<file path="config.mk">
export PLATFORM = sky130hd
export DESIGN_NAME = tcp_top
export DESIGN_NICKNAME = d
export VERILOG_FILES = /design/src/tcp_pkg.sv /design/src/tcp_dead.sv /design/src/tcp_top.sv
export VERILOG_INCLUDE_DIRS = /design/src
export SDC_FILE = /design/constraint.sdc
export NUM_CORES = 1
export LEC_CHECK = 0
export BUFFER_PORTS_ARGS = -buffer_cell sky130_fd_sc_hd__buf_4
export CORE_MARGIN = 2
export CORE_UTILIZATION = 54
export CTS_BUF_LIST = sky130_fd_sc_hd__clkbuf_8
export DETAILED_ROUTE_END_ITERATION = 10
export PLACE_DENSITY_LB_ADDON = 0.1
export SLEW_MARGIN = 0
export SYNTH_ARGS = -nofsm -noshare
export SYNTH_HDL_FRONTEND = slang
export SYNTH_SLANG_ARGS = --single-unit
</file>
<file path="constraint.sdc">
create_clock -name aclk -period 7.4 [get_ports aclk]
set_clock_uncertainty 0.05 [all_clocks]
set_input_delay 2.22 -clock aclk [delete_from_list [all_inputs] [get_ports aclk]]
set_output_delay 2.22 -clock aclk [all_outputs]
set_load 0.1 [all_outputs]
</file>
<file path="src/tcp_defs.svh">
// register offsets, field positions and reset values of the timer/counter/pwm unit
`ifndef TCP_DEFS_SVH
`define TCP_DEFS_SVH

`define TCP_OFS_CTRL    12'h000
`define TCP_OFS_STATUS  12'h004
`define TCP_OFS_COUNT   12'h008
`define TCP_OFS_PERIOD  12'h00c
`define TCP_OFS_CMP0    12'h010
`define TCP_OFS_CMP1    12'h014
`define TCP_OFS_CAPT    12'h018
`define TCP_OFS_DEAD    12'h01c

`define TCP_CTRL_RUN    0
`define TCP_CTRL_ONESHOT 1
`define TCP_CTRL_CAPEN  2
`define TCP_CTRL_KILLV  3
`define TCP_CTRL_START  4

`define TCP_PERIOD_RST  16'hffff
`define TCP_RESP_OKAY   2'b00
`define TCP_RESP_SLVERR 2'b10

`endif

</file>
<file path="src/tcp_pkg.sv">
// types of the timer/counter/pwm unit
package tcp_pkg;
  typedef logic [15:0] tcp_cnt_t;
  typedef enum logic [1:0] {
    TCP_ST_IDLE,
    TCP_ST_RUN,
    TCP_ST_HALT
  } tcp_state_e;
endpackage

</file>
<file path="src/tcp_dead.sv">
// dead-band generator: delays the asserting edge of true and complementary outputs
`timescale 1ns/1ps
module tcp_dead #(
  parameter int DW = 8
) (
  input  wire logic          aclk,
  input  wire logic          aresetn,
  input  wire logic          pwm_in,
  input  wire logic [DW-1:0] dead_cycles,
  output logic               out_true,
  output logic               out_compl
);
  logic          prev;
  logic [DW-1:0] dcnt;
  logic          next_prev;
  logic [DW-1:0] next_dcnt;
  logic          next_true;
  logic          next_compl;

  // any level change restarts the gap, both outputs held off during it
  always_comb begin
    next_prev  = pwm_in;
    next_dcnt  = dcnt;
    next_true  = out_true;
    next_compl = out_compl;
    if (pwm_in != prev) begin
      next_dcnt  = dead_cycles;
      next_true  = 1'b0;
      next_compl = 1'b0;
    end else if (dcnt != '0) begin
      next_dcnt = dcnt - 1'b1;
    end else begin
      next_true  = pwm_in;
      next_compl = ~pwm_in;
    end
  end

  always_ff @(posedge aclk) begin
    if (!aresetn) begin
      prev      <= 1'b0;
      dcnt      <= '0;
      out_true  <= 1'b0;
      out_compl <= 1'b0;
    end else begin
      prev      <= next_prev;
      dcnt      <= next_dcnt;
      out_true  <= next_true;
      out_compl <= next_compl;
    end
  end

  a_never_both_on: assert property (@(posedge aclk) disable iff (!aresetn)
    !(out_true && out_compl)) else $error("true and complement active together");
  a_dead_gap_hold: assert property (@(posedge aclk) disable iff (!aresetn)
    ($rose(pwm_in) && dead_cycles != '0) |=> !out_true [*2])
    else $error("true output rose before dead band");
endmodule

</file>
<file path="src/tcp_top.sv">
// timer/counter/pwm unit with axi4-lite register access
//
// Decided for this implementation: the register offsets and the AXI4-Lite register port.
`timescale 1ns/1ps
`include "tcp_defs.svh"

// Operation
// - 16-bit counter with programmable period
// - capture event stores current count
// - at period, halt or auto-reload
// - compare registers form pwm duty
// - true and complementary outputs with offset
// - shutdown forces outputs immediately
module tcp_top
  import tcp_pkg::*;
#(
  parameter int CW = 16,
  parameter int DW = 8
) (
  input  wire logic        aclk,
  input  wire logic        aresetn,
  input  wire logic [11:0] s_axi_awaddr,
  input  wire logic        s_axi_awvalid,
  output logic             s_axi_awready,
  input  wire logic [31:0] s_axi_wdata,
  input  wire logic [3:0]  s_axi_wstrb,
  input  wire logic        s_axi_wvalid,
  output logic             s_axi_wready,
  output logic [1:0]       s_axi_bresp,
  output logic             s_axi_bvalid,
  input  wire logic        s_axi_bready,
  input  wire logic [11:0] s_axi_araddr,
  input  wire logic        s_axi_arvalid,
  output logic             s_axi_arready,
  output logic [31:0]      s_axi_rdata,
  output logic [1:0]       s_axi_rresp,
  output logic             s_axi_rvalid,
  input  wire logic        s_axi_rready,
  input  wire logic        capture_in,
  input  wire logic        kill_in,
  output logic             pwm0_true,
  output logic             pwm0_compl,
  output logic             pwm1_true,
  output logic             pwm1_compl
);
  import tcp_pkg::*;

  // ----------------------------------------
  // registers
  // ----------------------------------------
  logic [4:0]    ctrl;
  tcp_cnt_t      count;
  tcp_cnt_t      period;
  tcp_cnt_t      cmp [2];
  tcp_cnt_t      capt;
  logic [DW-1:0] dead;
  tcp_state_e    state;
  logic          cap_prev;
  logic          aw_hold;
  logic          w_hold;
  logic [11:0]   aw_addr;
  logic [31:0]   w_data;
  logic [3:0]    w_strb;

  logic [4:0]    next_ctrl;
  tcp_cnt_t      next_count;
  tcp_cnt_t      next_period;
  tcp_cnt_t      next_cmp [2];
  tcp_cnt_t      next_capt;
  logic [DW-1:0] next_dead;
  tcp_state_e    next_state;
  logic          next_aw_hold;
  logic          next_w_hold;
  logic [11:0]   next_aw_addr;
  logic [31:0]   next_w_data;
  logic [3:0]    next_w_strb;
  logic          next_bvalid;
  logic [1:0]    next_bresp;
  logic          next_rvalid;
  logic [31:0]   next_rdata;
  logic [1:0]    next_rresp;

  function automatic logic addr_known(input logic [11:0] a);
    case (a)
      `TCP_OFS_CTRL, `TCP_OFS_STATUS, `TCP_OFS_COUNT, `TCP_OFS_PERIOD,
      `TCP_OFS_CMP0, `TCP_OFS_CMP1, `TCP_OFS_CAPT, `TCP_OFS_DEAD: addr_known = 1'b1;
      default: addr_known = 1'b0;
    endcase
  endfunction

  function automatic logic [31:0] merge(input logic [31:0] old, input logic [31:0] d,
                                        input logic [3:0] s);
    for (int i = 0; i < 4; i++) begin
      old[i*8 +: 8] = s[i] ? d[i*8 +: 8] : old[i*8 +: 8];
    end
    merge = old;
  endfunction

  // ----------------------------------------
  // axi4-lite slave
  // ----------------------------------------
  logic wr_go;
  logic [31:0] wr_val;
  assign s_axi_awready = !aw_hold && !s_axi_bvalid;
  assign s_axi_wready  = !w_hold && !s_axi_bvalid;
  assign s_axi_arready = !s_axi_rvalid;
  assign wr_go = aw_hold && w_hold && !s_axi_bvalid;

  always_comb begin
    next_aw_hold = aw_hold;
    next_w_hold  = w_hold;
    next_aw_addr = aw_addr;
    next_w_data  = w_data;
    next_w_strb  = w_strb;
    next_bvalid  = s_axi_bvalid;
    next_bresp   = s_axi_bresp;
    next_rvalid  = s_axi_rvalid;
    next_rdata   = s_axi_rdata;
    next_rresp   = s_axi_rresp;
    wr_val       = 32'h0000_0000;
    if (s_axi_awvalid && s_axi_awready) begin
      next_aw_hold = 1'b1;
      next_aw_addr = s_axi_awaddr;
    end
    if (s_axi_wvalid && s_axi_wready) begin
      next_w_hold = 1'b1;
      next_w_data = s_axi_wdata;
      next_w_strb = s_axi_wstrb;
    end
    if (wr_go) begin
      next_aw_hold = 1'b0;
      next_w_hold  = 1'b0;
      next_bvalid  = 1'b1;
      next_bresp   = addr_known(aw_addr) ? `TCP_RESP_OKAY : `TCP_RESP_SLVERR;
    end else if (s_axi_bvalid && s_axi_bready) begin
      next_bvalid = 1'b0;
    end
    if (s_axi_arvalid && s_axi_arready) begin
      next_rvalid = 1'b1;
      next_rresp  = addr_known(s_axi_araddr) ? `TCP_RESP_OKAY : `TCP_RESP_SLVERR;
      case (s_axi_araddr)
        `TCP_OFS_CTRL:   next_rdata = {27'h0, ctrl};
        `TCP_OFS_STATUS: next_rdata = {29'h0, kill_in, state == TCP_ST_HALT,
                                       state == TCP_ST_RUN};
        `TCP_OFS_COUNT:  next_rdata = {16'h0, count};
        `TCP_OFS_PERIOD: next_rdata = {16'h0, period};
        `TCP_OFS_CMP0:   next_rdata = {16'h0, cmp[0]};
        `TCP_OFS_CMP1:   next_rdata = {16'h0, cmp[1]};
        `TCP_OFS_CAPT:   next_rdata = {16'h0, capt};
        `TCP_OFS_DEAD:   next_rdata = {{(32-DW){1'b0}}, dead};
        default:         next_rdata = 32'h0000_0000;
      endcase
    end else if (s_axi_rvalid && s_axi_rready) begin
      next_rvalid = 1'b0;
    end
    // ----------------------------------------
    // register writes
    // ----------------------------------------
    next_ctrl   = ctrl;
    next_period = period;
    next_cmp    = cmp;
    next_dead   = dead;
    // start self-clears; a write of start in the same cycle lands after this and wins
    if (ctrl[`TCP_CTRL_START]) begin
      next_ctrl[`TCP_CTRL_START] = 1'b0;
    end
    if (wr_go) begin
      case (aw_addr)
        `TCP_OFS_CTRL:   wr_val = merge({27'h0, ctrl}, w_data, w_strb);
        `TCP_OFS_PERIOD: wr_val = merge({16'h0, period}, w_data, w_strb);
        `TCP_OFS_CMP0:   wr_val = merge({16'h0, cmp[0]}, w_data, w_strb);
        `TCP_OFS_CMP1:   wr_val = merge({16'h0, cmp[1]}, w_data, w_strb);
        `TCP_OFS_DEAD:   wr_val = merge({{(32-DW){1'b0}}, dead}, w_data, w_strb);
        default:         wr_val = 32'h0000_0000;
      endcase
      case (aw_addr)
        `TCP_OFS_CTRL:   next_ctrl   = wr_val[4:0];
        `TCP_OFS_PERIOD: next_period = wr_val[15:0];
        `TCP_OFS_CMP0:   next_cmp[0] = wr_val[15:0];
        `TCP_OFS_CMP1:   next_cmp[1] = wr_val[15:0];
        `TCP_OFS_DEAD:   next_dead   = wr_val[DW-1:0];
        default:         next_dead   = dead;
      endcase
    end
  end

  // ----------------------------------------
  // counter
  // ----------------------------------------
  always_comb begin
    next_state = state;
    next_count = count;
    next_capt  = capt;
    case (state)
      TCP_ST_IDLE, TCP_ST_HALT: begin
        if (ctrl[`TCP_CTRL_START] && ctrl[`TCP_CTRL_RUN]) begin
          next_state = TCP_ST_RUN;
          next_count = '0;
        end
      end
      TCP_ST_RUN: begin
        if (!ctrl[`TCP_CTRL_RUN]) begin
          next_state = TCP_ST_IDLE;
        end else if (count == period) begin
          if (ctrl[`TCP_CTRL_ONESHOT]) begin
            next_state = TCP_ST_HALT;
          end else begin
            next_count = '0;
          end
        end else begin
          next_count = count + 1'b1;
        end
      end
      default: next_state = TCP_ST_IDLE;
    endcase
    // rising edge on the capture pin samples the live count
    if (ctrl[`TCP_CTRL_CAPEN] && capture_in && !cap_prev) begin
      next_capt = count;
    end
  end

  always_ff @(posedge aclk) begin
    if (!aresetn) begin
      ctrl          <= 5'h00;
      count         <= '0;
      period        <= `TCP_PERIOD_RST;
      cmp[0]        <= '0;
      cmp[1]        <= '0;
      capt          <= '0;
      dead          <= '0;
      state         <= TCP_ST_IDLE;
      cap_prev      <= 1'b0;
      aw_hold       <= 1'b0;
      w_hold        <= 1'b0;
      aw_addr       <= 12'h000;
      w_data        <= 32'h0000_0000;
      w_strb        <= 4'h0;
      s_axi_bvalid  <= 1'b0;
      s_axi_bresp   <= 2'b00;
      s_axi_rvalid  <= 1'b0;
      s_axi_rdata   <= 32'h0000_0000;
      s_axi_rresp   <= 2'b00;
    end else begin
      ctrl          <= next_ctrl;
      count         <= next_count;
      period        <= next_period;
      cmp           <= next_cmp;
      capt          <= next_capt;
      dead          <= next_dead;
      state         <= next_state;
      cap_prev      <= capture_in;
      aw_hold       <= next_aw_hold;
      w_hold        <= next_w_hold;
      aw_addr       <= next_aw_addr;
      w_data        <= next_w_data;
      w_strb        <= next_w_strb;
      s_axi_bvalid  <= next_bvalid;
      s_axi_bresp   <= next_bresp;
      s_axi_rvalid  <= next_rvalid;
      s_axi_rdata   <= next_rdata;
      s_axi_rresp   <= next_rresp;
    end
  end

  // ----------------------------------------
  // pwm channels
  // ----------------------------------------
  logic [1:0] raw_true;
  logic [1:0] raw_compl;
  logic [1:0] duty;
  for (genvar g = 0; g < 2; g++) begin : g_ch
    assign duty[g] = (state == TCP_ST_RUN) && (count < cmp[g]);
    tcp_dead #(.DW(DW)) u_dead (
      .aclk        (aclk),
      .aresetn     (aresetn),
      .pwm_in      (duty[g]),
      .dead_cycles (dead),
      .out_true    (raw_true[g]),
      .out_compl   (raw_compl[g])
    );
  end

  // kill bypasses the registers so all four outputs take the KILLV level the same cycle
  logic kv;
  assign kv         = ctrl[`TCP_CTRL_KILLV];
  assign pwm0_true  = kill_in ? kv : raw_true[0];
  assign pwm0_compl = kill_in ? kv : raw_compl[0];
  assign pwm1_true  = kill_in ? kv : raw_true[1];
  assign pwm1_compl = kill_in ? kv : raw_compl[1];

  a_kill_forces: assert property (@(posedge aclk) disable iff (!aresetn)
    kill_in |-> (pwm0_true == kv && pwm0_compl == kv && pwm1_true == kv && pwm1_compl == kv))
    else $error("kill not forcing");
  a_reload_zero: assert property (@(posedge aclk) disable iff (!aresetn)
    (state == TCP_ST_RUN && ctrl[`TCP_CTRL_RUN] && !ctrl[`TCP_CTRL_ONESHOT] && count == period)
    |=> count == 16'h0000) else $error("no reload at period");
  a_oneshot_halt: assert property (@(posedge aclk) disable iff (!aresetn)
    (state == TCP_ST_RUN && ctrl[`TCP_CTRL_RUN] && ctrl[`TCP_CTRL_ONESHOT] && count == period)
    |=> (state == TCP_ST_HALT && count == $past(count))) else $error("no halt at period");
  a_count_step: assert property (@(posedge aclk) disable iff (!aresetn)
    (state == TCP_ST_RUN && ctrl[`TCP_CTRL_RUN] && count != period)
    |=> count == $past(count) + 16'h0001) else $error("counter did not step");
  a_capture_val: assert property (@(posedge aclk) disable iff (!aresetn)
    (ctrl[`TCP_CTRL_CAPEN] && capture_in && !cap_prev) |=> capt == $past(count))
    else $error("capture value wrong");
  a_duty_cmp: assert property (@(posedge aclk) disable iff (!aresetn)
    (pwm0_true && !kill_in) |-> $past(duty[0])) else $error("true output without duty");
endmodule

</file>
==> results of run 1 <==
-- routing by layer --
layer | up-vias | routed length [µm]
li1 | 4215 | -
met1 | 4061 | 12100
met2 | 307 | 11700
met3 | 36 | 1710
met4 | 0 | 609
met5 | - | 0
-- power by group through the flow --
stage	logic [mW]	registers [mW]	clock network [mW]
2_1_floorplan	0.379	1.04	0
3_3_place_gp	0.444	1.04	0
3_5_place_dp	0.451	1.04	0
4_1_cts	0.453	1.02	0.676
5_1_grt	0.498	1.03	0.715
6_report	0.453	1.02	0.661
-- flip-flops by register name (all words and copies together) (netlist names), 2 cells and up, named ones only --
| signal | cells |
|---|---|
| aw_addr | 12 |
| capt | 16 |
| cmp | 32 |
| count | 16 |
| ctrl | 5 |
| dead | 8 |
| g_ch.u_dead.dcnt | 16 |
| g_ch.u_dead.out_compl | 2 |
| g_ch.u_dead.out_true | 2 |
| g_ch.u_dead.prev | 2 |
| period | 16 |
| s_axi_rdata | 16 |
| state | 2 |
| w_data | 16 |
| w_strb | 2 |
-- metrics by stage --
| stage | power, mW | util [%] | std cells | worst slack [ps] |
|---|---|---|---|---|
| after floorplan | 1.42 | - | 1217 | 808 |
| after global placement | 1.49 | 58.1 | 1430 | 2300 |
| after detailed placement | 1.49 | 58.1 | 1430 | 2290 |
| after CTS | 2.15 | 60.3 | 1461 | 2280 |
| after global routing | 2.24 | 60.3 | 1461 | 2200 |
| final | 2.14 | 60.3 | 1461 | 2280 |
-- cell usage after synthesis, drive strengths merged (7+ instances only) --
master	count	share of area [%]
nor2	62	2.6
clkbuf	46	1.8
nor4	12	1.3
and2	7	0.46
o21a	10	0.79
a222oi	7	0.73
a21oi	100	5.6
nand2b	8	0.52
nand4	16	1.0
or4	14	1.2
a221oi	11	1.0
a2bb2oi	13	1.2
nand2	256	10
dfxtp	171	36
o21ai	49	2.6
or2	7	0.46
nand3	45	2.4
mux2	14	1.6
xnor2	22	2.2
inv	58	2.3
a21o	9	0.71
or3	10	0.65
mux2i	45	4.7
buf	48	3.1
a22oi	9	0.71
nor3	18	1.2
ha	33	4.3
o211ai	23	1.8
-- area by class of cell --
cell class | count | area (µm²) | area share (%)
well taps | 225 | 282 | 2.70
clock buffers | 17 | 234 | 2.24
multi-input cells | 894 | 5510 | 52.8
clock inverters | 14 | 149 | 1.43
inverters | 58 | 219 | 2.10
repair buffers | 82 | 616 | 5.90
flip-flops and latches | 171 | 3420 | 32.8
-- critical path, delay by kind of cell --
kind | cells | cell delay [ps]
simple gates | 1 | 100
compound gates | 1 | 110
buf+inv | 2 | 430
-- layout by cell type, fill, tap and decap left out, drive strengths merged, types with 5 or more instances in the layout --
cell	instances
buf	82
nor3	18
nand3	45
inv	64
xnor2	22
a22oi	9
mux2	14
a222oi	7
or2	7
conb	18
a221oi	11
a31oi	5
nor4	12
clkbuf	17
o2bb2ai	5
o211ai	23
nor2	62
a21oi	100
or4	14
nor2b	5
o21ai	49
mux2i	45
or3	10
nand4	16
xor2	6
and3	5
nand2	256
a21o	9
o21a	10
nand2b	8
dfxtp	171
ha	33
and2	7
a2bb2oi	13
-- logic make-up (layout without fill, tap and decap cells) --
| kind of cell | Yosys count | after routing |
|---|---|---|
| mux | 62 | 62 |
| simple gates | 480 | 480 |
| other cells | 1 | 18 |
| compound gates | 273 | 273 |
| xor+xnor | 28 | 28 |
| flops | 171 | 171 |
| buf+inv | 152 | 171 |
| fa+ha+maj | 33 | 33 |
-- worst paths after layout --
path              start              to  slack, ps  cells after the start
max             kill_in       pwm0_true       2280                      4
max reg2reg  aw_addr[8]          cmp[5]       4410                      6
min            register  s_axi_bresp[1]        370                      1
min reg2reg    register  s_axi_bresp[1]        370                      1
==> results.ini, run 1 <==
[die]
die_area_um2=18800
core_area_um2=17300
die_x_um=137
ioPinCount=114
start_util_pct=55.3
rows=48
dieHeight_um=137

[cts]
root_buffer=clkbuf_8
cts_tree=done
insertion_delay_ps=480
cts_resized=0
cts_setup_buffers=0
cts_buffers=17
cts.sinks=171
path_clk_slew_ps=90
h-tree-depth=4
postCtsHoldBufs=0
cts_max_path_buffers=2

[routing]
drc_errors=0
first_pass_iters=6
vias=8619
ant_nets=0
drt_iter0_markers=902
wl_per_cell_um=17.9
routed_wl_um=26200
vias_per_cell=5.90

[worst_hold_path]
hold_path_class=reg -> reg

[placed_design]
dp_hpwl_um=18600
place_area_um2=10000
place_congestion=0.912
port_buffers=77

[synth]
yosys.area_share.adder_pct=4.32
seq_area_frac_synth_pct=35.8
synthMuxAreaShare_pct=7.07
ys.warnings.count=0
yosys.area_share.simple_pct=24.0
synth_edf_count=0
synth_cell_types=77
synth_seq_cells=171
synth_xor_area_share_pct=2.76
ys.flop_type=dfxtp_1
synth_top_family_by_area=simple AND/OR/NAND/NOR gates
synth_compound_area_share_pct=18.8
synthCells=1200
async_reset_ff_share_pct=0
netlist_area_um2=9560
avgSynthCellArea_um2=7.96

[sta]
finalMaxSlewViolations=0
max_slew_margin_pct=22.8
fin_crit_ps=5120
rsz0062_at_grt=false
worst_pin_slew_ps=1160
fin_crit_sh_pct=69.2
whs_ps=373
setup_viol=0
hold_viol=0
max_clock_freq_ghz=0.195
tns_ps=0

[grt]
grt_pass1_vias=7816
grt_use_met2_pct=44.4
grt_usage_pct=28.7
global_route.usage.met1_pct=40.0
overflow=0
antenna_found_initial=0
grt_max_degree=75
grt_first_pass_wirelength_um=41600
grt.met3_usage_pct=5.48
busiest_layer=met2

[critical_path]
slowest_stage=buf_4
path_cells=buf_4, nand2_1, o21ai_0, buf_4
critPathMaxFanout=6
worstSetupPathType=in -> out
slowest_delay_ps=320
critPathLaunchType=primary input
crit_top_cell=buf_4
worstPathRequired_ps=5130
end_kind=output pin
critPathArrivalTime_ps=2850

[pwr]
combPwrFrac_pct=21.2
pwr-share-seq_pct=47.9
p_int_mw=1.44
clkPwrFrac_pct=30.9
cellPowerDensity_nw_per_um2=205
switching_share_pct=32.8
power.switching_mw=0.702
peakVddDrop_uv=172
p_leak_nw=3.96

[finish]
layout-drive-gt1-share_pct=13.3
final_cell_area_um2=10400
nets=1326
antenna_cells=0
syn_to_final_growth_pct=9.12
fillers=1663

[status]
status=completed

[run]
maxCapViolations=0

(Power assumes the default switching activity.)
==> run 2: changes to the inputs <==
==> constraint.sdc (replaced) <==
create_clock -name aclk -period 5.1 [get_ports aclk]
set_clock_uncertainty 0.05 [all_clocks]
set_input_delay 1.53 -clock aclk [delete_from_list [all_inputs] [get_ports aclk]]
set_output_delay 1.53 -clock aclk [all_outputs]
set_load 0.1 [all_outputs]
==> run 2 against run 1 <==
Compared with the run above: via count fell by 0.45%; non-clock buffer count rose by 4; clock-buffer cell count increased by 1; critical endpoint unchanged; largest cell class unchanged.
==> results.ini, run 2 (synthesized netlist as in run 1, its figures left out) <==
[status]
status=completed

[pwr]
cellPowerDensity_nw_per_um2=299
peakVddDrop_uv=280
p_leak_nw=3.99

[critical_path]
reg2reg_depth=6
end_kind=output pin
timing.reg2reg.setup_slack_ps=2070
crit_top_cell=buf_4
worstPathRequired_ps=3520
slowest_delay_ps=310
cp_top_family=buffers and inverters
critPathLaunchType=primary input
reg2reg_to=cmp[5]
critPathArrivalTime_ps=2180
critPathMaxFanout=6
rr_startpoint=aw_addr[8]
path_buf_inv=2
slowest_stage=buf_4
path_cells=buf_4, nand2_1, o21ai_1, buf_4
worstSetupPathType=in -> out

[sta]
tns_ps=0
fin_crit_sh_pct=73.7
max_slew_margin_pct=18.8
hold_viol=0
max_clock_freq_ghz=0.266
finalMaxSlewViolations=0
worst_pin_slew_ps=1210
rsz0062_at_grt=false
fin_crit_ps=3760
setup_viol=0

[cts]
path_clk_slew_ps=100
insertion_delay_ps=480
root_buffer=clkbuf_8
cts.sinks=171
cts_setup_buffers=0
cts_tree=done
cts_max_path_buffers=2
cts_resized=0
cts_buffers=17
h-tree-depth=4
postCtsHoldBufs=0

[grt]
grt_max_degree=67
overflow=0
grt_usage_pct=28.5
grt_first_pass_wirelength_um=41600
antenna_found_initial=0
grt_pass1_vias=7857

[die]
core_area_um2=17300
die_area_um2=18800
start_util_pct=55.3
rows=48
dieHeight_um=137
ioPinCount=114
die_x_um=137

[finish]
multiInputGateArea_um2=5510
regArea_um2=3420
largest_reg_flops=32
antenna_cells=0
final_common_cell=nand2_1
nets=1330
layout-drive-gt1-share_pct=13.8
layout_common_cells=nand2_1, dfxtp_1, a21oi_1, buf_4, nor2_1
syn_to_final_growth_pct=9.62
fillers=1611
postLayoutCoreUtil_pct=60.6
top_register=cmp

[routing]
routed_wl_um=25900
ant_nets=0
first_pass_iters=6
wl_per_cell_um=17.7
vias=8580
vias_per_cell=5.86
drt_iter0_markers=706
drc_errors=0

[placed_design]
place_congestion=0.913
port_buffers=77
dp_hpwl_um=18800

[run]
maxCapViolations=0

[worst_hold_path]
hold_path_class=reg -> reg
hold-path-cell-count=1
min_to=s_axi_bresp[1]

[run 2: changes by cell type in the layout (fill, tap and decap cells not counted)]
| cell | change |
|---|---|
| o21ai_1 | +4 |
| clkinv_4 | -1 |
| bufinv_16 | -1 |
| inv_8 | +4 |
| o21ai_0 | -4 |
| inv_1 | -3 |
| clkinvlp_4 | -1 |
| clkinv_8 | +1 |
| buf_4 | +4 |
| clkbuf_8 | +1 |
[run 2: worst max path at each step]
stage / startpoint / to / slack, ps / cells past startpoint
after detailed placement: kill_in / pwm0_true / 1340 / 4
final: kill_in / pwm0_true / 1340 / 4
after CTS: kill_in / pwm0_true / 1340 / 4
after floorplan: kill_in / pwm0_compl / 650 / 1
after global routing: kill_in / pwm1_true / 1290 / 4
after global placement: kill_in / pwm0_true / 1370 / 4
[run 2: final cells by class]
| type | count | area share (%) |
|---|---|---|
| well taps | 225 | 2.69 |
| clock inverters | 13 | 1.46 |
| flip-flops and latches | 171 | 32.7 |
| multi-input cells | 894 | 52.6 |
| repair buffers | 86 | 6.16 |
| clock buffers | 18 | 2.36 |
| inverters | 58 | 2.09 |
[run 2: power breakdown]
group	switching, mW	internal, mW	total (mW)
logic	0.429	0.238	0.667
clock network	0.564	0.421	0.985
registers	0.0717	1.41	1.48
[run 2: layer usage]
metal | track usage, % | part of all wire, % | vias up
met5 | 0 | 0 | -
met4 | 8.76 | 1.7 | 0
met3 | 4.19 | 5.6 | 35
met2 | 44.6 | 46 | 286
met1 | 40.4 | 47 | 4020
li1 | - | - | 4239
[run 2: metrics by stage]
step | setup WS, ps | cell area [µm²] | hold slack [ps] | instances | power [mW]
global placement | 1370 | 10100 | 355 | 1434 | 2.16
detailed placement | 1340 | 10100 | 356 | 1434 | 2.18
floorplan | 648 | 9620 | 342 | 1217 | 2.05
CTS | 1340 | 10500 | 371 | 1465 | 3.15
global route | 1290 | 10500 | 398 | 1465 | 3.29
finish | 1340 | 10500 | 369 | 1465 | 3.14
